<file path="config.mk">
export PLATFORM = sky130hd
export DESIGN_NAME = svm_supply_monitor
export DESIGN_NICKNAME = d
export VERILOG_FILES = /design/src/common/svm_pkg.sv /design/src/svm_supply_monitor.sv
export SDC_FILE = /design/constraint.sdc
export NUM_CORES = 1
export LEC_CHECK = 0
export BUFFER_PORTS_ARGS = -buffer_cell sky130_fd_sc_hd__buf_2
export CORE_UTILIZATION = 55
export DETAILED_ROUTE_END_ITERATION = 6
export PLACE_DENSITY = 0.84
export REMOVE_ABC_BUFFERS = 1
export SLEW_MARGIN = 20
export SYNTH_ARGS = -nofsm -noshare
export SYNTH_HDL_FRONTEND = slang
export SYNTH_SLANG_ARGS = --single-unit
</file>
<file path="constraint.sdc">
create_clock -name clock -period 2.35 [get_ports clock]
set_input_delay 0.47 -clock clock [delete_from_list [all_inputs] [get_ports clock]]
set_output_delay 0.47 -clock clock [all_outputs]
set_load 0.05 [all_outputs]
</file>
<file path="src/common/svm_pkg.sv">
// Function
// - unimplemented register bits always read back as zero
// - bit 6 picks first or second high threshold for the high comparator
// - bits 5:4 pick one of four low thresholds for the low comparator
// - bit 3 connects divider and adc channel when set
// - bit 2 connects divider and enables both comparators when set
// - status register readable anytime, writes ignored
// - status bits 1 and 0 mirror high and low comparator outputs
// - each irq enable bit passes or blocks its change flag request
// - flags readable anytime, write 1 clears, write 0 keeps
// - high change flag sets on any high status change, stays until cleared
// - low change flag sets on any low status change, stays until cleared
// - test registers readable anytime, writable only in special mode
// - stop mode leaves flags untouched; requests only issued in run mode
// - level sense off forces both condition bits to zero
// - disabling sense during active condition sets its change flag
// - one irq is or of flags anded with their enables
// - stop mode opens divider, disables sensing, keeps configuration
package svm_pkg;
   localparam logic [2:0] ADDR_ENABLE = 3'h0;
   localparam logic [2:0] ADDR_STATUS = 3'h1;
   localparam logic [2:0] ADDR_IRQ_EN = 3'h2;
   localparam logic [2:0] ADDR_FLAGS = 3'h3;
   localparam logic [2:0] ADDR_TEST0 = 3'h6;
   localparam logic [2:0] ADDR_TEST1 = 3'h7;
   localparam int BIT_HIGH_SEL = 6;
   localparam int BIT_LOW_SEL_LO = 4;
   localparam int BIT_ADC_EN = 3;
   localparam int BIT_SENSE_EN = 2;
   localparam int BIT_HIGH = 1;
   localparam int BIT_LOW = 0;
   localparam logic [7:0] ENABLE_MASK = 8'h7C;
   localparam logic [7:0] PAIR_MASK = 8'h03;
   localparam logic [7:0] RESET_ENABLE = 8'h00;
   localparam logic [7:0] RESET_IRQ_EN = 8'h00;
   localparam logic [7:0] RESET_TEST = 8'h00;
   localparam logic [1:0] RESET_FLAGS = 2'h0;
endpackage

</file>
<file path="src/svm_supply_monitor.sv">
`timescale 1ns/10ps
`default_nettype none
module svm_supply_monitor (
   input wire logic clock,
   input wire logic reset_n,
   input wire logic [2:0] bus_addr,
   input wire logic [7:0] bus_wdata,
   input wire logic bus_write,
   input wire logic bus_read,
   output logic [7:0] bus_rdata,
   input wire logic special_mode,
   input wire logic stop_mode,
   input wire logic high_comp_in,
   input wire logic low_comp_in,
   output logic high_level_select,
   output logic [1:0] low_level_select,
   output logic adc_connect,
   output logic level_sense_active,
   output logic divider_closed,
   output logic monitor_irq
);
   // ************************************************************
   // configuration registers
   // ************************************************************
   logic [7:0] enable_q;
   logic [1:0] irq_en_q;
   logic [7:0] test0_q;
   logic [7:0] test1_q;

   always_ff @(posedge clock or negedge reset_n) begin
      if (!reset_n) begin
         enable_q <= svm_pkg::RESET_ENABLE;
      end else if (bus_write && bus_addr == svm_pkg::ADDR_ENABLE) begin
         enable_q <= bus_wdata & svm_pkg::ENABLE_MASK;
      end
   end

   always_ff @(posedge clock or negedge reset_n) begin
      if (!reset_n) begin
         irq_en_q <= svm_pkg::RESET_IRQ_EN[1:0];
      end else if (bus_write && bus_addr == svm_pkg::ADDR_IRQ_EN) begin
         irq_en_q <= bus_wdata[1:0];
      end
   end

   always_ff @(posedge clock or negedge reset_n) begin
      if (!reset_n) begin
         test0_q <= svm_pkg::RESET_TEST;
         test1_q <= svm_pkg::RESET_TEST;
      end else if (bus_write && special_mode) begin
         if (bus_addr == svm_pkg::ADDR_TEST0) begin
            test0_q <= bus_wdata;
         end
         if (bus_addr == svm_pkg::ADDR_TEST1) begin
            test1_q <= bus_wdata;
         end
      end
   end

   // ************************************************************
   // analog controls
   // ************************************************************
   logic sense_en;
   assign sense_en = enable_q[svm_pkg::BIT_SENSE_EN];

   // stop opens path but enable_q is kept
   assign high_level_select = enable_q[svm_pkg::BIT_HIGH_SEL];
   assign low_level_select =
      enable_q[svm_pkg::BIT_LOW_SEL_LO +: 2];
   assign adc_connect = enable_q[svm_pkg::BIT_ADC_EN] && !stop_mode;
   assign level_sense_active = sense_en && !stop_mode;
   assign divider_closed = adc_connect || level_sense_active;

   // ************************************************************
   // comparator sync and status
   // ************************************************************
   logic [1:0] sync1_q;
   logic [1:0] sync2_q;
   logic [1:0] status_q;

   always_ff @(posedge clock or negedge reset_n) begin
      if (!reset_n) begin
         sync1_q <= 2'h0;
         sync2_q <= 2'h0;
      end else begin
         sync1_q <= {high_comp_in, low_comp_in};
         sync2_q <= sync1_q;
      end
   end

   // stop history; the synchroniser lags comparator wake-up by two edges
   logic [1:0] thaw_q;

   always_ff @(posedge clock or negedge reset_n) begin
      if (!reset_n) begin
         thaw_q <= 2'h0;
      end else begin
         thaw_q <= {thaw_q[0], stop_mode};
      end
   end

   logic [1:0] status_d;
   // forced low when sensing is disabled; held through stop and wake-up
   always_comb begin
      if (!sense_en) begin
         status_d = 2'h0;
      end else if (stop_mode || (|thaw_q)) begin
         status_d = status_q;
      end else begin
         status_d = sync2_q;
      end
   end

   always_ff @(posedge clock or negedge reset_n) begin
      if (!reset_n) begin
         status_q <= 2'h0;
      end else begin
         status_q <= status_d;
      end
   end

   // ************************************************************
   // change flags
   // ************************************************************
   logic [1:0] flags_q;
   logic [1:0] change;
   logic [1:0] clear;

   assign change = status_d ^ status_q;
   assign clear = (bus_write && bus_addr == svm_pkg::ADDR_FLAGS) ?
      bus_wdata[1:0] : 2'h0;

   always_ff @(posedge clock or negedge reset_n) begin
      if (!reset_n) begin
         flags_q <= svm_pkg::RESET_FLAGS;
      end else begin
         // set wins over clear
         flags_q <= (flags_q & ~clear) | change;
      end
   end

   // ************************************************************
   // interrupt request
   // ************************************************************
   assign monitor_irq =
      |(flags_q & irq_en_q) && !stop_mode;

   // ************************************************************
   // read port
   // ************************************************************
   always_ff @(posedge clock or negedge reset_n) begin
      if (!reset_n) begin
         bus_rdata <= 8'h00;
      end else if (bus_read) begin
         unique case (bus_addr)
            svm_pkg::ADDR_ENABLE: bus_rdata <= enable_q;
            svm_pkg::ADDR_STATUS: bus_rdata <= {6'h00, status_q};
            svm_pkg::ADDR_IRQ_EN: bus_rdata <= {6'h00, irq_en_q};
            svm_pkg::ADDR_FLAGS: bus_rdata <= {6'h00, flags_q};
            svm_pkg::ADDR_TEST0: bus_rdata <= test0_q;
            svm_pkg::ADDR_TEST1: bus_rdata <= test1_q;
            default: bus_rdata <= 8'h00;
         endcase
      end else begin
         bus_rdata <= 8'h00;
      end
   end
endmodule
`default_nettype wire

</file>
**Word-level counts from Yosys, hierarchy flattened**

Cells that the tools add are included.

- Input port bits: 19
- Output and inout port bits: 15
- Bits in registers: 41

- Bitwise operators: 5
- Eq/ne operators: 5
- Reduce and logical (&&, ||, !) cells: 15
- Multiplexer cells: 5

Operators by type and width:

| kind | number |
|---|---|
| $pmux W8 S6 | 1 |
| $mux W8 | 1 |
| $logic_and A1 B1 Y1 | 7 |
| $eq A3 B2 Y1 const B | 2 |
| $eq A3 B3 Y1 const B | 2 |
| $mux W2 | 3 |
| $and A2 B2 Y2 | 2 |
| $reduce_and A2 Y1 | 2 |
| $reduce_or A2 Y1 | 2 |
| $eq A3 B1 Y1 const B | 1 |
| $logic_not A3 Y1 | 1 |
| $logic_or A1 B1 Y1 | 2 |
| $not A2 Y2 | 1 |
| $or A2 B2 Y2 | 1 |
| $xor A2 B2 Y2 | 1 |
| $logic_not A1 Y1 | 1 |

**Depth between registers and ports, before layout**

- Depth in word-level cells: 6
- Depth in mapped cells: 5
- Gate-level depth less buffers: 3

**Worst setup path after synthesis**

Ideal clock, no wire load.

- Path kind: in2out
- Start: in stop_mode
- End: out divider_closed
- Stages on the path: 2
- Arrival time: 1.592 ns
- Setup slack: 0.288 ns
- Path through: nor2b_1 -> or2_2

- Cells in the longest elaborated chain, start to end: 3
- Elaborated cells on any way between the ends: 4
- Those cells by class: reduce/logical: 4

RTL lines:

| what | line | text |
|---|---|---|
| start: declaration | svm_supply_monitor.sv:12 | `input wire logic stop_mode,` |
| $logic_not A1 Y1 * | svm_supply_monitor.sv:70, svm_supply_monitor.sv:71 |  |
| $logic_and A1 B1 Y1 (on tied branches) | svm_supply_monitor.sv:70, svm_supply_monitor.sv:71 |  |
| $logic_or A1 B1 Y1 * | svm_supply_monitor.sv:72 | `assign divider_closed = adc_connect \|\| level_sense_active;` |
| end: declaration | svm_supply_monitor.sv:19 | `output logic divider_closed,` |

Every way passes the cells marked *; elsewhere a longest branch is shown, timed or not.

**Worst setup path in the final report**

- Start: reg enable_q[2]
- End: out divider_closed

- Cells in the longest elaborated chain, start to end: 2

RTL lines:

| what | line | text |
|---|---|---|
| start: declaration | svm_supply_monitor.sv:25 | `logic [7:0] enable_q;` |
| start signal: assignment | svm_supply_monitor.sv:32 | `enable_q <= svm_pkg::RESET_ENABLE;` |
| start signal: assignment | svm_supply_monitor.sv:34 | `enable_q <= bus_wdata & svm_pkg::ENABLE_MASK;` |
| $logic_and A1 B1 Y1 | svm_supply_monitor.sv:71 | `assign level_sense_active = sense_en && !stop_mode;` |
| $logic_or A1 B1 Y1 | svm_supply_monitor.sv:72 |  |

Every way passes these cells.

==> out/qor.txt <==
Status - complete, no violations
Clock sink count - 41
Syn avg cell area - 13.5 um^2
R2R Path End - flags_q[1]
Largest area contributor in the netlist - dfrtp_1
Post-synth cell types - 29
R2R depth - 3
Final wirelength - 3430 um
Maximum vdd drop - 0.520 mV
Minimum hold slack - 0.227 ns
Buf+Inv Stages, Crit Path - 1
Core footprint - 3080 um^2
CP Capture Type - primary output
Register area share after synthesis - 57.2%
Worst-path cell chain - nor2b_1, or2_2, buf_2
Headroom to the max-slew limit - 41.6%
Main flop type after synthesis - dfrtp_1
Max incr delay on CP - 0.47 ns
Max H-tree Level - 2
CTS resizes - 0
FF+latch count, synth - 41
HP Class - in2async
Worst path top cell family by delay - flip-flops
Number of global-route vias before repair - 1187
Initial DRC Count - 63
Pwr Density - 835 nW/um^2
Crit path to - divider_closed
Overall Global Routing Usage - 23.1%
Layout cells sized above 1 - 40.0%
Clk_skew - 0.0108 ns
Flop-to-flop setup slack - 1.15 ns
Std cell rows - 20
Worst r2r src - thaw_q[0]
Max cap viols - 0
Final #Nets - 184
CP arrival - 1.46 ns
Synth top area share - 57.2%
CTS buffer count - 5
Least-Margin Pin Slew - 0.877 ns
TritonCTS clock tree - done
Setup TNS - 0 ns
First drt pass iteration count - 6
Grt ovf - 0
Async S/R FF share, synth - 100%
Worst-path cell with the longest stage delay - dfrtp_1
Critical path depth - 3
Synth top area cells - dfrtp_1, mux2_2, mux2_4
CP required - 1.88 ns
Hpwl dp - 2450 um
CP Launch Type - register
Gpl congestion - 0.748
Fmax - 0.518 GHz
Die W - 59.1 um
Clock Latency Late Sink - 0.35 ns
Critical path launch point - enable_q[2]
Chip height - 59.1 um
Cell leakage power - 0.988 nW
Cell Area, Synth - 1790 um^2
Ant diodes - 0
Final setup vio count - 0
Unrepaired setup endpoints after global routing - no
Largest net degree at the start of global routing - 42
Deepest clock path buffer count - 2
Via density - 5.58
Initial antenna violation count - 0
Residual DRC count - 0
Area Overhead vs Synth - 12.8%
First-pass GRT wire length - 5660 um
PortBufs - 33
CP Max Fanout - 9
Critical path type - reg2out
Synth cell count leaders - dfrtp_1, mux2_2, mux2_4
Hold buffers post-CTS - 0
Via count - 1167
Post-Synthesis Cells - 133
Antenna violation net count after detailed routing - 0
Hold Violations, Final - 0
Die area - 3490 um^2
Syn. warnings - 0
Starting Density - 58.3%
Root buf cell - clkbuf_4
Final max-slew violation count - 0
Clock slew seen by the registers of the worst setup and hold paths - 0.11 ns
Post-synth EDFFs - 0
WL/cell - 16.4 um
Min Tclk post-route - 1.93 ns
Top-count cell post-synth - dfrtp_1
Ports - 34
Post-CTS Setup Bufs - 0
Post-route clock period utilization - 82.2%
FILL cells - 248
## how the worst min path moves through the flow
stage	startpoint	to	depth (start not counted)
5_1_grt	low_comp_in	sync1_q[0]	1
2_1_floorplan	reset_n	bus_rdata[0]	0
6_report	reset_n	bus_rdata[0]	1
3_3_place_gp	sync1_q[1]	sync2_q[1]	0
3_5_place_dp	sync1_q[0]	sync2_q[0]	0
4_1_cts	low_comp_in	sync1_q[0]	1
## logic make-up (layout without fill, tap and decap cells)
logic type / after synthesis / in the layout / synth area share [%]
DFF: 41 / 41 / 57.2
and+or+nand+nor: 29 / 29 / 9.49
muxes: 33 / 33 / 22.0
AOI/OAI and AO/OA: 20 / 20 / 8.16
buffers and inverters: 10 / 42 / 3.14
## cell usage in the layout (no fill, tap or decap), types with 2 or more instances in the layout
master | synthesis | final
dfrtp_1 | 41 | 41
o211a_1 | 2 | 2
and4b_1 | 3 | 3
inv_1 | 2 | 2
a21boi_0 | 2 | 2
mux2_4 | 8 | 8
buf_2 | 3 | 33
nand2_1 | 7 | 7
nor2b_1 | 7 | 7
a32oi_1 | 5 | 5
clkbuf_4 | 0 | 5
nor3_1 | 2 | 2
mux2_1 | 5 | 5
mux2_2 | 15 | 15
a221o_1 | 2 | 2
a21oi_1 | 4 | 4
o21ai_0 | 4 | 4
mux2i_1 | 5 | 5
nor2_1 | 2 | 2
## state kept, by name, summed over array words and instances (netlist names)
signal,count
flags_q,2
thaw_q,2
sync1_q,2
enable_q,5
bus_rdata,8
test0_q,8
test1_q,8
sync2_q,2
status_q,2
irq_en_q,2
## layout make-up
| cell class | instances | area (um^2) | share of cell area, % |
|---|---|---|---|
| flip-flops and latches | 41 | 1030 | 50.7 |
| multi-input cells | 82 | 712 | 35.2 |
| repair buffers | 33 | 165 | 8.16 |
| well taps | 44 | 55.1 | 2.72 |
| clock buffers | 6 | 51.3 | 2.53 |
| clock inverters | 1 | 7.51 | 0.371 |
| inverters | 2 | 7.51 | 0.371 |
## through the flow
step	setup WS, ns	power, mW	util [%]	instances	area [um^2]
global route	0.319	1.78	65.8	209	2020
detailed placement	0.360	1.35	63.9	202	1970
finish	0.419	1.69	65.8	209	2020
global placement	0.410	1.32	63.9	202	1970
floorplan	0.288	1.21	-	125	1750
CTS	0.402	1.70	65.8	209	2020
## power by group
part / switching [mW] / total (mW) / internal, mW
sequential: 0.0842 / 0.911 / 0.827
combinational: 0.237 / 0.421 / 0.184
clock: 0.218 / 0.359 / 0.140
## metal layers
metal,up-vias,GRT usage [%],routed length (um)
li1,543,-,-
met1,576,29.3,1570
met2,39,35.9,1630
met3,9,5.90,131
met4,0,13.3,96
met5,-,0,0
Power figures use the tool's default switching activity.
